$ cat src/verilog/e8tm_regs.vh
// Constants for the 8-bit match timer channel: register offsets, field positions,
// reset values, mode codes and prescaler masks.
// Assumes a 32-bit APB slave with byte addresses; every register is one aligned word.
`ifndef E8TM_REGS_VH
`define E8TM_REGS_VH

// Register byte offsets
`define E8TM_OFS_MATCH 12'h000
`define E8TM_OFS_MODE 12'h004
`define E8TM_OFS_RUN 12'h008
`define E8TM_OFS_SYS 12'h00C
`define E8TM_OFS_STATUS 12'h010
`define E8TM_OFS_PWM 12'h028

// mode_config_reg fields
`define E8TM_MODE_DBUF 7
`define E8TM_MODE_CLK_HI 6
`define E8TM_MODE_CLK_LO 4
`define E8TM_MODE_OP_HI 3
`define E8TM_MODE_OP_LO 2
`define E8TM_MODE_EVT 1

// run_control_reg fields
`define E8TM_RUN_BIT 0
`define E8TM_RUN_CAS 1

// sys control fields
`define E8TM_SYS_SLOWDIV 0
`define E8TM_SYS_SLOWMODE 1
`define E8TM_SYS_PAIREN 2

// Reset values
`define E8TM_RST_MATCH 8'hFF
`define E8TM_RST_MODE 8'h00
`define E8TM_RST_PWM 8'hFF

// Operating mode codes
`define E8TM_OP_TIMER0 2'h0
`define E8TM_OP_TIMER1 2'h1
`define E8TM_OP_PWM 2'h2

// Gear clock divider masks: tick when the low bits are all ones
`define E8TM_GMASK_2048 11'h7FF
`define E8TM_GMASK_1024 11'h3FF
`define E8TM_GMASK_256 11'h0FF
`define E8TM_GMASK_64 11'h03F
`define E8TM_GMASK_16 11'h00F
`define E8TM_GMASK_4 11'h003
`define E8TM_GMASK_2 11'h001
`define E8TM_GMASK_1 11'h000

// Low-frequency divider masks
`define E8TM_LMASK_16 4'hF
`define E8TM_LMASK_8 4'h7
`define E8TM_LMASK_4 4'h3

// Last count of the PWM period in source ticks (7-bit)
`define E8TM_PWM_LAST 7'h7F

`endif

$ cat src/verilog/e8tm_sync_edge.v
// Two-stage synchroniser with edge strobes for one asynchronous input.
// Assumes the input holds each level for several clk cycles.
`timescale 1ns/10ps
module e8tm_sync_edge (
  // Clock and reset
  input wire clk,
  input wire rstn,
  // Asynchronous input
  input wire async_in,
  // Edge strobes, one cycle each
  output wire fall_pulse,
  output wire rise_pulse
);

  reg meta_q;
  reg sync_q;
  reg last_q;

  // Only sync_q reads meta_q; last_q holds the previous settled level
  always @(posedge clk or negedge rstn) begin
    if (!rstn) begin
      meta_q <= 1'b1;
      sync_q <= 1'b1;
      last_q <= 1'b1;
    end else begin
      meta_q <= async_in;
      sync_q <= meta_q;
      last_q <= sync_q;
    end
  end

  assign fall_pulse = last_q & ~sync_q;
  assign rise_pulse = ~last_q & sync_q;

endmodule // e8tm_sync_edge

$ cat src/verilog/e8tm_presc.v
// Prescaler: turns gear_clk (clk itself) or synchronised low_freq_clk edges
// into one-cycle count enables. Assumes lf_tick is already in the clk domain.
`timescale 1ns/10ps
`include "e8tm_regs.vh"
module e8tm_presc (
  // Clock and reset
  input wire clk,
  input wire rstn,
  // Control
  input wire enable,
  input wire [2:0] sel,
  input wire slow_div,
  input wire slow_mode,
  input wire lf_tick,
  // Count enable strobe
  output reg tick
);

  reg [10:0] div_q;
  reg [3:0] lf_q;
  reg [10:0] gmask;
  reg [3:0] lmask;
  reg use_lf;
  reg none;

  // Free-running dividers keep the whole counter on one clock
  always @(posedge clk or negedge rstn) begin
    if (!rstn) begin
      div_q <= 11'h000;
      lf_q <= 4'h0;
    end else if (enable) begin
      div_q <= div_q + 11'h001;
      if (lf_tick) begin
        lf_q <= lf_q + 4'h1;
      end
    end
  end

  // Source selection per speed mode
  always @* begin
    gmask = `E8TM_GMASK_1;
    lmask = `E8TM_LMASK_16;
    use_lf = 1'b0;
    none = 1'b0;
    if (slow_mode) begin
      use_lf = 1'b1;
      case (sel)
        3'h0: lmask = `E8TM_LMASK_16;
        3'h1: lmask = `E8TM_LMASK_8;
        3'h7: lmask = `E8TM_LMASK_4;
        default: none = 1'b1;
      endcase
    end else begin
      case (sel)
        3'h0: begin
          gmask = `E8TM_GMASK_2048;
          use_lf = slow_div;
          lmask = `E8TM_LMASK_16;
        end
        3'h1: begin
          gmask = `E8TM_GMASK_1024;
          use_lf = slow_div;
          lmask = `E8TM_LMASK_8;
        end
        3'h2: gmask = `E8TM_GMASK_256;
        3'h3: gmask = `E8TM_GMASK_64;
        3'h4: gmask = `E8TM_GMASK_16;
        3'h5: gmask = `E8TM_GMASK_4;
        3'h6: gmask = `E8TM_GMASK_2;
        default: gmask = `E8TM_GMASK_1;
      endcase
    end
    if (!enable || none) begin
      tick = 1'b0;
    end else if (use_lf) begin
      tick = lf_tick & ((lf_q & lmask) == lmask);
    end else begin
      tick = ((div_q & gmask) == gmask);
    end
  end

endmodule // e8tm_presc

$ cat src/verilog/e8tm_timer.v
// 8-bit timer channel with match compare, optional double buffer, event
// counter and 7-bit PWM, reached over a 32-bit APB slave.
// Assumes clk is the gear clock; event pin and low_freq_clk are asynchronous.
//
// The APB slave port was left to the implementer.
`timescale 1ns/10ps
`include "e8tm_regs.vh"
module e8tm_timer (
  // Clock and reset
  input wire clk,
  input wire rstn,
  // APB slave
  input wire psel,
  input wire penable,
  input wire pwrite,
  input wire [11:0] paddr,
  input wire [31:0] pwdata,
  output reg [31:0] prdata,
  output reg pready,
  output reg pslverr,
  // External pins
  input wire event_pin,
  input wire low_freq_clk,
  // Channel outputs
  output reg ch0_match_irq,
  output reg pwm_out
);

  // ----------------------------------------------------------------
  // Register state
  // ----------------------------------------------------------------
  reg [7:0] match_buf_q;
  reg [7:0] match_act_q;
  reg [7:0] mode_q;
  reg ch0_run_q;
  reg cascade_q;
  reg slow_div_q;
  reg slow_mode_q;
  reg pair_en_q;
  reg [7:0] pwm_buf_q;
  reg [7:0] pwm_act_q;
  reg [7:0] cnt_q;
  reg [7:0] cnt_d;
  reg phase_q;
  reg [31:0] rd_d;
  reg hit_d;

  wire dbuf_enable;
  wire [2:0] src_clk_sel;
  wire [1:0] op_mode_sel;
  wire ext_event_sel;
  wire ev_fall;
  wire lf_rise;
  wire presc_tick;
  wire active;
  wire evt_mode;
  wire pwm_mode;
  wire timer_mode;
  wire count_tick;
  wire wr_acc;
  wire wr_match;
  wire [7:0] wbyte;
  wire [7:0] cnt_inc;
  wire [6:0] duty_field;
  wire extra_pulse_bit;
  wire [7:0] pwm_width;
  wire addr_ok;

  // ----------------------------------------------------------------
  // Field decode
  // ----------------------------------------------------------------
  assign dbuf_enable = mode_q[`E8TM_MODE_DBUF];
  assign src_clk_sel = mode_q[`E8TM_MODE_CLK_HI:`E8TM_MODE_CLK_LO];
  assign op_mode_sel = mode_q[`E8TM_MODE_OP_HI:`E8TM_MODE_OP_LO];
  assign ext_event_sel = mode_q[`E8TM_MODE_EVT];
  assign duty_field = pwm_act_q[7:1];
  assign extra_pulse_bit = pwm_act_q[0];

  // The pair clock gates everything that moves; registers stay writable
  assign active = ch0_run_q & pair_en_q;

  // Mode decode; unlisted combinations (cascade, PPG) leave the counter idle
  assign evt_mode = (op_mode_sel == `E8TM_OP_TIMER0) & ~cascade_q & ext_event_sel;
  assign pwm_mode = (op_mode_sel == `E8TM_OP_PWM) & ~cascade_q & ~ext_event_sel;
  assign timer_mode = ((op_mode_sel == `E8TM_OP_TIMER0) | (op_mode_sel == `E8TM_OP_TIMER1))
    & ~cascade_q & ~ext_event_sel;

  // ----------------------------------------------------------------
  // Clock sources
  // ----------------------------------------------------------------
  // Event pin, two flops deep before edge detection
  e8tm_sync_edge u_evt_sync (
    .clk(clk),
    .rstn(rstn),
    .async_in(event_pin),
    .fall_pulse(ev_fall),
    .rise_pulse()
  );

  // Low-frequency clock treated as data and sampled the same way
  e8tm_sync_edge u_lf_sync (
    .clk(clk),
    .rstn(rstn),
    .async_in(low_freq_clk),
    .fall_pulse(),
    .rise_pulse(lf_rise)
  );

  // Divider runs whenever the pair clock is on
  e8tm_presc u_presc (
    .clk(clk),
    .rstn(rstn),
    .enable(pair_en_q),
    .sel(src_clk_sel),
    .slow_div(slow_div_q),
    .slow_mode(slow_mode_q),
    .lf_tick(lf_rise),
    .tick(presc_tick)
  );

  // Event edges replace the prescaler in event mode
  assign count_tick = active & (evt_mode ? ev_fall : (presc_tick & (timer_mode | pwm_mode)));

  // ----------------------------------------------------------------
  // APB handshake
  // ----------------------------------------------------------------
  // Write lands on the access edge, when pready is already high
  assign wr_acc = psel & penable & pready & pwrite;
  assign wbyte = pwdata[7:0];
  assign wr_match = wr_acc & (paddr == `E8TM_OFS_MATCH);
  assign cnt_inc = cnt_q + 8'h01;
  assign pwm_width = {1'b0, duty_field} + {7'h00, extra_pulse_bit & phase_q};

  // Address check for the error answer only; the read mux decodes paddr itself
  assign addr_ok = (paddr == `E8TM_OFS_MATCH) | (paddr == `E8TM_OFS_MODE) |
    (paddr == `E8TM_OFS_RUN) | (paddr == `E8TM_OFS_SYS) |
    (paddr == `E8TM_OFS_STATUS) | (paddr == `E8TM_OFS_PWM);

  // Read mux; reserved bits read zero
  always @* begin
    rd_d = 32'h0000_0000;
    if (paddr == `E8TM_OFS_MATCH) begin
      rd_d = {24'h000000, match_buf_q};
    end else if (paddr == `E8TM_OFS_MODE) begin
      rd_d = {24'h000000, mode_q};
    end else if (paddr == `E8TM_OFS_RUN) begin
      rd_d = {30'h00000000, cascade_q, ch0_run_q};
    end else if (paddr == `E8TM_OFS_SYS) begin
      rd_d = {29'h00000000, pair_en_q, slow_mode_q, slow_div_q};
    end else if (paddr == `E8TM_OFS_STATUS) begin
      rd_d = {15'h0000, pwm_out, match_act_q, cnt_q};
    end else if (paddr == `E8TM_OFS_PWM) begin
      rd_d = {24'h000000, pwm_buf_q};
    end
  end

  // Setup cycle arms a zero-wait answer; data is captured in the same edge
  always @(posedge clk or negedge rstn) begin
    if (!rstn) begin
      pready <= 1'b0;
      pslverr <= 1'b0;
      prdata <= 32'h0000_0000;
    end else if (psel & ~penable & ~pready) begin
      pready <= 1'b1;
      pslverr <= ~addr_ok;
      prdata <= pwrite ? 32'h0000_0000 : rd_d;
    end else begin
      pready <= 1'b0;
      pslverr <= 1'b0;
    end
  end

  // ----------------------------------------------------------------
  // Control registers
  // ----------------------------------------------------------------
  always @(posedge clk or negedge rstn) begin
    if (!rstn) begin
      mode_q <= `E8TM_RST_MODE;
      ch0_run_q <= 1'b0;
      cascade_q <= 1'b0;
      slow_div_q <= 1'b0;
      slow_mode_q <= 1'b0;
      pair_en_q <= 1'b0;
      pwm_buf_q <= `E8TM_RST_PWM;
    end else if (wr_acc) begin
      if (paddr == `E8TM_OFS_MODE) begin
        if (!ch0_run_q) begin
          mode_q <= wbyte;
        end
      end else if (paddr == `E8TM_OFS_RUN) begin
        ch0_run_q <= wbyte[`E8TM_RUN_BIT];
        cascade_q <= wbyte[`E8TM_RUN_CAS];
      end else if (paddr == `E8TM_OFS_SYS) begin
        slow_div_q <= wbyte[`E8TM_SYS_SLOWDIV];
        slow_mode_q <= wbyte[`E8TM_SYS_SLOWMODE];
        pair_en_q <= wbyte[`E8TM_SYS_PAIREN];
      end else if (paddr == `E8TM_OFS_PWM) begin
        pwm_buf_q <= wbyte;
      end
    end
  end

  // ----------------------------------------------------------------
  // Counter and compare
  // ----------------------------------------------------------------
  // Match is judged on the value the counter steps to, so an interval of N
  // ticks needs compare N; on ticks, compare 0 matches on the 256th tick, after a full wrap
  always @* begin
    cnt_d = cnt_q;
    hit_d = 1'b0;
    if (!active) begin
      cnt_d = 8'h00;
    end else if (pwm_mode) begin
      if (count_tick) begin
        cnt_d = (cnt_q[6:0] == `E8TM_PWM_LAST) ? 8'h00 : cnt_inc;
        hit_d = (cnt_q[6:0] == `E8TM_PWM_LAST);
      end
    end else if (wr_match & ~dbuf_enable & (wbyte == cnt_q)) begin
      cnt_d = 8'h00;
      hit_d = 1'b1;
    end else if (count_tick) begin
      if (cnt_inc == match_act_q) begin
        cnt_d = 8'h00;
        hit_d = 1'b1;
      end else begin
        cnt_d = cnt_inc;
      end
    end
  end

  // Counter, interrupt strobe and PWM period phase
  always @(posedge clk or negedge rstn) begin
    if (!rstn) begin
      cnt_q <= 8'h00;
      ch0_match_irq <= 1'b0;
      phase_q <= 1'b0;
    end else begin
      cnt_q <= cnt_d;
      ch0_match_irq <= hit_d;
      if (!active) begin
        phase_q <= 1'b0;
      end else if (pwm_mode & hit_d) begin
        phase_q <= ~phase_q;
      end
    end
  end

  // ----------------------------------------------------------------
  // Compare value and PWM setting buffers
  // ----------------------------------------------------------------
  // The buffer always holds the last write, so reads see it in every mode
  always @(posedge clk or negedge rstn) begin
    if (!rstn) begin
      match_buf_q <= `E8TM_RST_MATCH;
      match_act_q <= `E8TM_RST_MATCH;
    end else begin
      if (wr_match) begin
        match_buf_q <= wbyte;
      end
      if (wr_match & (~dbuf_enable | ~ch0_run_q)) begin
        match_act_q <= wbyte;
      end else if (hit_d & dbuf_enable & ~pwm_mode) begin
        match_act_q <= match_buf_q;
      end
    end
  end

  // Buffered PWM settings reload at the end of a period, avoiding a torn pulse
  always @(posedge clk or negedge rstn) begin
    if (!rstn) begin
      pwm_act_q <= `E8TM_RST_PWM;
    end else if (wr_acc & (paddr == `E8TM_OFS_PWM) & (~dbuf_enable | ~ch0_run_q)) begin
      pwm_act_q <= wbyte;
    end else if (hit_d & pwm_mode & dbuf_enable) begin
      pwm_act_q <= pwm_buf_q;
    end
  end

  // ----------------------------------------------------------------
  // PWM output
  // ----------------------------------------------------------------
  // High from period start for the duty width; low when not in PWM mode
  always @(posedge clk or negedge rstn) begin
    if (!rstn) begin
      pwm_out <= 1'b0;
    end else if (active & pwm_mode) begin
      pwm_out <= ({1'b0, cnt_d[6:0]} < pwm_width);
    end else begin
      pwm_out <= 1'b0;
    end
  end

endmodule // e8tm_timer

$ cat config.mk
export PLATFORM = sky130hd
export DESIGN_NAME = e8tm_timer
export DESIGN_NICKNAME = d
export VERILOG_FILES = /design/src/verilog/e8tm_sync_edge.v /design/src/verilog/e8tm_presc.v /design/src/verilog/e8tm_timer.v
export VERILOG_INCLUDE_DIRS = /design/src /design/src/verilog
export SDC_FILE = /design/constraint.sdc
export NUM_CORES = 1
export LEC_CHECK = 0
export ABC_AREA = 1
export BUFFER_PORTS_ARGS = -buffer_cell sky130_fd_sc_hd__buf_2
export CAP_MARGIN = 20
export CORE_MARGIN = 2
export CORE_UTILIZATION = 45
export CTS_BUF_LIST = sky130_fd_sc_hd__clkbuf_8 sky130_fd_sc_hd__clkbuf_16
export CTS_CLUSTER_SIZE = 40
export DETAILED_ROUTE_END_ITERATION = 16
export GPL_ROUTABILITY_DRIVEN = 0
export PLACE_DENSITY = 0.66
export SETUP_SLACK_MARGIN = 0.4
export SKIP_CTS_REPAIR_TIMING = 1
export SKIP_LAST_GASP = 1
export SYNTH_ARGS = -nofsm -noshare
export SYNTH_HDL_FRONTEND = slang
export SYNTH_SLANG_ARGS = --single-unit
export TNS_END_PERCENT = 50
$ cat constraint.sdc
create_clock -name clk -period 5.2 [get_ports clk]
set_input_delay 1.04 -clock clk [delete_from_list [all_inputs] [get_ports clk]]
set_output_delay 1.04 -clock clk [all_outputs]
set_load 0.005 [all_outputs]
==> parameters.txt, run 1 <==
Parameter                              Value

Clock network
  Number of sinks handled by clock tree synthesis    96
  Clock slew at the register clock pins of the worst setup and hold paths    0.06 ns
  Latest clock arrival within the worst-skew pair    0.36 ns
  Deepest level of the CTS H-tree    3
  Clock tree from TritonCTS    built
  Buffer cell driving the clock tree root    sky130_fd_sc_hd__clkbuf_16
  Num CTS Buffers    9
  Maximum clock insertion buffer count    2

Floorplanning
  Core footprint    11900 um2
  Placement Rows    40
  Die outline area    13000 um2
  Ports    87
  Height of the chip    114 um
  Die boundary width    114 um
  Starting density of the core    45.6%

Yosys
  Part of the Yosys area used for sequential elements    45.1%
  Total standard cell area after synthesis    5430 um2
  Main combinational cell family by area after synthesis    simple AND/OR/NAND/NOR gates
  Post-synthesis cell type with the largest combined area    sky130_fd_sc_hd__dfrtp_1
  Fraction of the mapped netlist area in adder cells    2.54%
  Yosys reg bits    96
  Top post-synthesis cells by area    sky130_fd_sc_hd__dfrtp_1, sky130_fd_sc_hd__dfstp_2, sky130_fd_sc_hd__nand2_1
  Primary FF master, synth    sky130_fd_sc_hd__dfrtp_1
  Share of the synthesized area in the top cell type    26.7%
  EDFF count, synth    0
  Synth Area in XOR/XNOR    3.39%
  Avg Cell Area, Syn    7.98 um2
  Cell count after synthesis    680
  Simple-gate portion of the synthesized area    25.9%
  Number of distinct standard cells referenced by the synthesized netlist    47
  Fraction of the mapped netlist area in compound gates    12.0%
  Share of synthesized area spent on multiplexers    1.13%
  Syn. warnings    0
  Share of flip-flops with an asynchronous set or reset after synthesis    100%

Timing
  Highest clock frequency the design can meet    324 MHz
  Aggregate negative setup slack    0 ns
  Post-route clock period utilization    59.3%
  Final setup skew    0.0150 ns
  Post-layout minimum cycle time    3.08 ns
  Setup repair after global routing missed its margin    false
  Setup violators final    0
  Number of max-slew violations in the final report    0
  Worst slew margin    30.9%
  Final hold violations    0
  Worst slew pin tran    1.03 ns
  Worst hold slack    0.356 ns

Pwr
  Power per standard cell area    244 nW/um2
  Peak supply drop    0.000186 V
  Total leakage power    3.10 nW

Critical path
  Required arrival time at the worst endpoint    5.48 ns
  Crit Reg-Reg Startpoint    mode_q[5]
  Sequence of cells on the critical path    buf_2 > or2_1 > nor2_2 > nand2_1 > nor3_4 > nand2_1 > nor2_1 > nand2_1 > o21ai_1 > nor2_1 > a21oi_1 > inv_1
  Crit path DAT    3.36 ns
  Cell with the largest stage delay on the worst path    sky130_fd_sc_hd__o21ai_1
  Crit-path most repeated cell    sky130_fd_sc_hd__nand2_1
  Setup slack, reg-to-reg    2.39 ns
  Startpoint Class    input pin
  Setup crit end kind    register
  Destination of the worst register-to-register timing path    pwm_act_q[7]
  Largest stage delay on the critical path    0.55 ns
  Maximum fanout encountered on the critical timing path    11
  Setup CP Type    input pin to register
  Depth of the worst register-to-register path    14

Hold path
  Worst hold stages    0
  Min-delay worst type    register to register
  Critical hold path startpoint    u_lf_sync.meta_q
  End point of the most critical hold path    u_lf_sync.sync_q

Job
  Max-capacitance violation count    0

Detailed routing
  DRC marker count from the first detailed-route iteration    387
  Final routed DRC violation total    0
  Per-cell via count in the routed design    5.28
  Average routed wire per standard cell    15.0 um
  Detailed-route via count    4643
  Total iterations of the first detailed-routing run    5
  Number of nets still failing antenna checks after routing    0
  Final wirelength    13200 um

Place
  IO Port Bufs    47
  Half-perimeter wire length of the detailed placement result    9850 um

Global route
  Largest net degree at the start of global routing    62
  Vias in the first global route    4448
  Initial antenna violation count    0
  Wire length of the first global-routing pass    22200 um
  All-layer global routing usage    21.8%
  Total overflow reported by the global router    0

Finish
  Number of filler cells placed in the layout    1194
  Area Growth Syn to Fin    11.5%
  Most common cell after layout, fill and taps aside    sky130_fd_sc_hd__nand2_1
  Top library cells by usage in the layout, fill and taps aside    sky130_fd_sc_hd__nand2_1, sky130_fd_sc_hd__inv_1, sky130_fd_sc_hd__nor2_1, sky130_fd_sc_hd__dfrtp_1, sky130_fd_sc_hd__o21ai_0
  Reg area    2450 um2
  Post-Route Utilization    50.8%
  Fraction of layout instances using a drive strength above 1    17.3%
  Final nets    790
  Area taken by multi-input logic gates    2500 um2
  Diodes inserted    0

Run status
  Run status    complete, no violations
==> critical path: cells and delay by family <==
| kind | cells | cell delay, ns |
|---|---|---|
| buffers and inverters | 2 | 0.15 |
| AND/OR/NAND/NOR | 8 | 1.44 |
| AO/OA/AOI/OAI | 2 | 0.73 |
==> logic make-up after synthesis <==
family	Yosys count
flip-flops	96
AND/OR/NAND/NOR	309
adder cells (fa/ha/maj)	11
multiplexers	6
buffers and inverters	126
AO/OA/AOI/OAI	110
XOR/XNOR	21
other	1
==> metrics by stage <==
step	worst slack (ns)	cells	instance area, um2	power (mW)
final	2.12	880	6050	1.48
after global routing	1.84	880	6050	1.53
after CTS	2.13	880	6050	1.49
after detailed placement	1.77	864	5760	0.825
after global placement	1.81	864	5760	0.823
after floorplan	2.23	694	5480	0.794
==> report_power, final <==
group          switching [mW]  internal, mW  total (mW)
logic                  0.0425        0.0136      0.0561
clock network           0.294         0.373       0.667
registers             0.00154         0.753       0.755
==> cell usage after synthesis, drive strengths merged, types with 11 or more instances <==
cell type,instances
nand2,166
inv,101
nor2,71
dfrtp,58
o21ai,50
nand3,41
dfstp,38
a21oi,25
xor2,17
buf,16
ha,11
nor3,11
==> layer usage <==
metal	vias up	GRT usage [%]	wire [um]
met5	-	0	0
met3	34	3.72	680
met4	0	8.62	430
li1	2269	-	-
met1	2160	28.3	5780
met2	180	36.6	6340
==> worst max-delay path by stage <==
stage,startpoint,to
floorplan,paddr[7],pwm_out
global placement,paddr[7],pwm_out
detailed placement,paddr[1],pwm_act_q[7]
CTS,paddr[1],pwm_act_q[7]
global route,paddr[1],pwm_act_q[7]
finish,paddr[1],pwm_act_q[7]
==> sequential cells by signal, indices dropped and copies added (netlist names), 8 cells and up <==
register / flops
cnt_q: 8
match_act_q: 8
match_buf_q: 8
mode_q: 8
prdata: 17
pwm_act_q: 8
pwm_buf_q: 8
u_presc.div_q: 11
==> layout make-up <==
| class | instances | share of cell area, % |
|---|---|---|
| multi-input cells | 472 | 41.2 |
| flip-flops and latches | 96 | 40.5 |
| inverters | 101 | 6.31 |
| repair buffers | 48 | 4.05 |
| clock inverters | 7 | 1.16 |
| well taps | 147 | 3.04 |
| clock buffers | 9 | 3.72 |
(Power assumes the default switching activity.)
==> run 2, diff against run 1 <==
--- a/config.mk
+++ b/config.mk
@@ -15,7 +15,7 @@
 export CTS_CLUSTER_SIZE = 40
 export DETAILED_ROUTE_END_ITERATION = 16
 export GPL_ROUTABILITY_DRIVEN = 0
-export PLACE_DENSITY = 0.66
+export PLACE_DENSITY = 0.68
 export SETUP_SLACK_MARGIN = 0.4
 export SKIP_CTS_REPAIR_TIMING = 1
 export SKIP_LAST_GASP = 1
==> constraint.sdc (replaced) <==
create_clock -name clk -period 2.6 [get_ports clk]
set_input_delay 0.52 -clock clk [delete_from_list [all_inputs] [get_ports clk]]
set_output_delay 0.52 -clock clk [all_outputs]
set_load 0.005 [all_outputs]
==> run 2 against run 1 <==
Net effect:
- die area stayed put
- non-clock buffer count is 44 higher
- register-to-register slack worse by 2.4 ns
- setup slack worse by 2.1 ns
- combinational power is 130% higher
- first-iteration DRC count is 4.4% lower
- via count is 5.2% higher
- sequential share of layout area is 3.7 points lower
- power is 96% higher
- critical path type is now register to register
- largest cell class unchanged
- largest power group unchanged
==> parameters.txt, run 2 (synthesis results as in run 1) <==
Parameter                              Value

Pwr
  Peak supply drop    0.000277 V (+49%)
  Clock group share of total power    43.5% (-1.6 points)
  Gate power share    4.4% (+0.6 points)
  Share of power burned in registers    52.1% (+1.0 points)
  Net switching share of the total power    24.0% (+1.2 points)
  Net switching power    697 uW (+110%)
  Internal power component    2.20 mW (+93%)
  Power per standard cell area    433 nW/um2 (+77%)
  PnR Total Power    2.90 mW (+96%)
  Total leakage power    3.38 nW (+9.1%)

Critical path
  Cell with the largest stage delay on the worst path    sky130_fd_sc_hd__dfrtp_1
  Setup slack, reg-to-reg    0.002 ns (-2.39 ns)
  Setup CP Type    register to register
  Depth of the worst register-to-register path    14 (unchanged)
  Sequence of cells on the critical path    nor4_4 > buf_4 > nand3b_1 > a21oi_4 > inv_2 > nor2_2 > inv_2 > o22ai_2 > nand2_2 > inv_2 > ha_4 > a21oi_1 > nand2_1 > a21oi_2
  Destination of the worst register-to-register timing path    pwm_out
  Startpoint Class    register
  Crit-path most repeated cell    sky130_fd_sc_hd__inv_2
  Crit path DAT    2.88 ns (-0.48 ns)
  Crit Reg-Reg Startpoint    mode_q[3]
  Setup crit end kind    register
  Largest stage delay on the critical path    0.45 ns (-0.10 ns)
  Maximum fanout encountered on the critical timing path    4 (-7)
  Required arrival time at the worst endpoint    2.88 ns (-2.60 ns)

Detailed routing
  Average routed wire per standard cell    15.3 um (+2.1%)
  Final wirelength    14200 um (+7.3%)
  Total iterations of the first detailed-routing run    5 (unchanged)
  Wl on met1    6130 um (+6.1%)
  Total met2 wirelength after detailed routing    6700 um (+5.8%)
  Per-cell via count in the routed design    5.28 (about the same)
  Number of nets still failing antenna checks after routing    0 (unchanged)
  Final routed DRC violation total    0 (unchanged)
  Met3 wire length    751 um (+10%)
  DRC marker count from the first detailed-route iteration    370 (-4.4%)
  Highest metal layer with signal wires    met4
  Detailed-route via count    4883 (+5.2%)

Clock network
  Maximum clock insertion buffer count    2 (unchanged)
  Clock slew at the register clock pins of the worst setup and hold paths    0.07 ns (about the same)
  Latest clock arrival within the worst-skew pair    0.36 ns (about the same)
  Num CTS Buffers    9 (unchanged)
  Buffer cell driving the clock tree root    sky130_fd_sc_hd__clkbuf_16
  Deepest level of the CTS H-tree    3 (unchanged)
  Number of sinks handled by clock tree synthesis    96 (unchanged)
  Clock tree from TritonCTS    built

Timing
  Setup repair after global routing missed its margin    true
  Worst slew margin    65.2% (+34 points)
  Final hold violations    0 (unchanged)
  Post-route clock period utilization    99.9%
  Final setup skew    0.0117 ns (-0.00330 ns)
  Highest clock frequency the design can meet    385 MHz
  Number of max-slew violations in the final report    0 (unchanged)
  Setup violators final    0 (unchanged)
  Post-layout minimum cycle time    2.60 ns
  Worst slew pin tran    0.520 ns (-0.510 ns)

Finish
  Largest register FFs    17 (unchanged)
  Post-Route Utilization    56.1% (+5.3 points)
  Register with the highest flop count    prdata
  Diodes inserted    0 (unchanged)
  Top library cells by usage in the layout, fill and taps aside    sky130_fd_sc_hd__nand2_1, sky130_fd_sc_hd__inv_1, sky130_fd_sc_hd__nor2_1, sky130_fd_sc_hd__dfrtp_1
  Fraction of layout instances using a drive strength above 1    30.1% (+13 points)
  Area Growth Syn to Fin    23.2%
  Regs by FF count    prdata (17), u_presc.div_q (11)
  Final nets    835 (+5.7%)
  Most common cell after layout, fill and taps aside    sky130_fd_sc_hd__nand2_1

Place
  Half-perimeter wire length of the detailed placement result    10200 um (+3.8%)
  IO Port Bufs    47 (unchanged)

Hold path
  Min-delay worst type    input pin to asynchronous set/reset pin

Global route
  Initial antenna violation count    0 (unchanged)
  All-layer global routing usage    22.2% (+0.35 points)
  Total overflow reported by the global router    0 (unchanged)
  Wire length of the first global-routing pass    22500 um (+1.3%)
  Vias in the first global route    4608 (+3.6%)
  Largest net degree at the start of global routing    43 (-31%)

Floorplanning
  Core footprint    11900 um2 (unchanged)
  Ports    87 (unchanged)
  Die boundary width    114 um (unchanged)
  Height of the chip    114 um (unchanged)
  Starting density of the core    45.6% (unchanged)
  Die outline area    13000 um2 (unchanged)
  Placement Rows    40 (unchanged)

Run status
  Run status    complete, no violations

Job
  Max-capacitance violation count    0 (unchanged)
-- run 2: changes by cell type in the layout (fill, tap and decap cells not counted), sizes merged --
cell | previous run | this run
nand3 | 41 | 42
inv | 102 | 104
clkinv | 4 | 1
buf | 48 | 92
clkinvlp | 1 | 3
bufinv | 1 | 0
-- run 2: layout make-up --
type                       count  area (um2)
timing repair buffer          92         604
clock buffer                   9         225
fill                        1079        5230
multi-input combinational    473        2780
clock inverter                 7        53.8
inverter                     101         384
tap                          147         184
sequential                    96        2460
-- run 2: power by group through the flow --
| stage | Sequential [mW] | Combinational (mW) | Clock, mW |
|---|---|---|---|
| after floorplan | 1.54 | 0.0531 | 0 |
| after global placement | 1.53 | 0.123 | 0 |
| after detailed placement | 1.54 | 0.125 | 0 |
| after CTS | 1.51 | 0.125 | 1.29 |
| after global routing | 1.51 | 0.142 | 1.37 |
| final | 1.51 | 0.127 | 1.26 |
-- run 2: worst max-delay path: cells and delay by family (launching register included) --
family                     cells  cell delay [ns]
AOI/OAI and AO/OA              4             0.68
DFF                            1             0.45
adders and majority gates      1             0.20
and+or+nand+nor                5             0.80
buffers and inverters          4             0.39
-- run 2: metrics by stage --
| step | setup TNS (ns) | std cells | hold WS, ns | area [um2] | worst slack [ns] |
|---|---|---|---|---|---|
| final | 0 | 925 | 0.118 | 6690 | 0.00160 |
| after CTS | -0.0755 | 906 | 0.122 | 6240 | -0.0755 |
| after global placement | 0 | 890 | 0.347 | 5960 | 0.00178 |
| after floorplan | 0 | 694 | 0.224 | 5480 | 0.147 |
| after detailed placement | -0.0581 | 890 | 0.347 | 5960 | -0.0581 |
| after global routing | -0.172 | 925 | 0.143 | 6690 | -0.171 |
-- run 2: worst max path at each step --
stage / startpoint / slack (ns) / depth (start not counted) / end
detailed placement: paddr[7] / -0.06 / 15 / pwm_out
global route: mode_q[5] / -0.17 / 19 / pwm_out
floorplan: paddr[7] / 0.15 / 15 / pwm_out
CTS: mode_q[3] / -0.08 / 13 / pwm_out
finish: mode_q[3] / 0.002 / 14 / pwm_out
global placement: paddr[7] / 0.002 / 18 / pwm_out
-- run 2: metal layers --
| metal | track usage (%) | vias to the layer above |
|---|---|---|
| met5 | 0 | - |
| li1 | - | 2365 |
| met4 | 11.1 | 0 |
| met3 | 3.08 | 47 |
| met1 | 28.6 | 2290 |
| met2 | 36.8 | 181 |
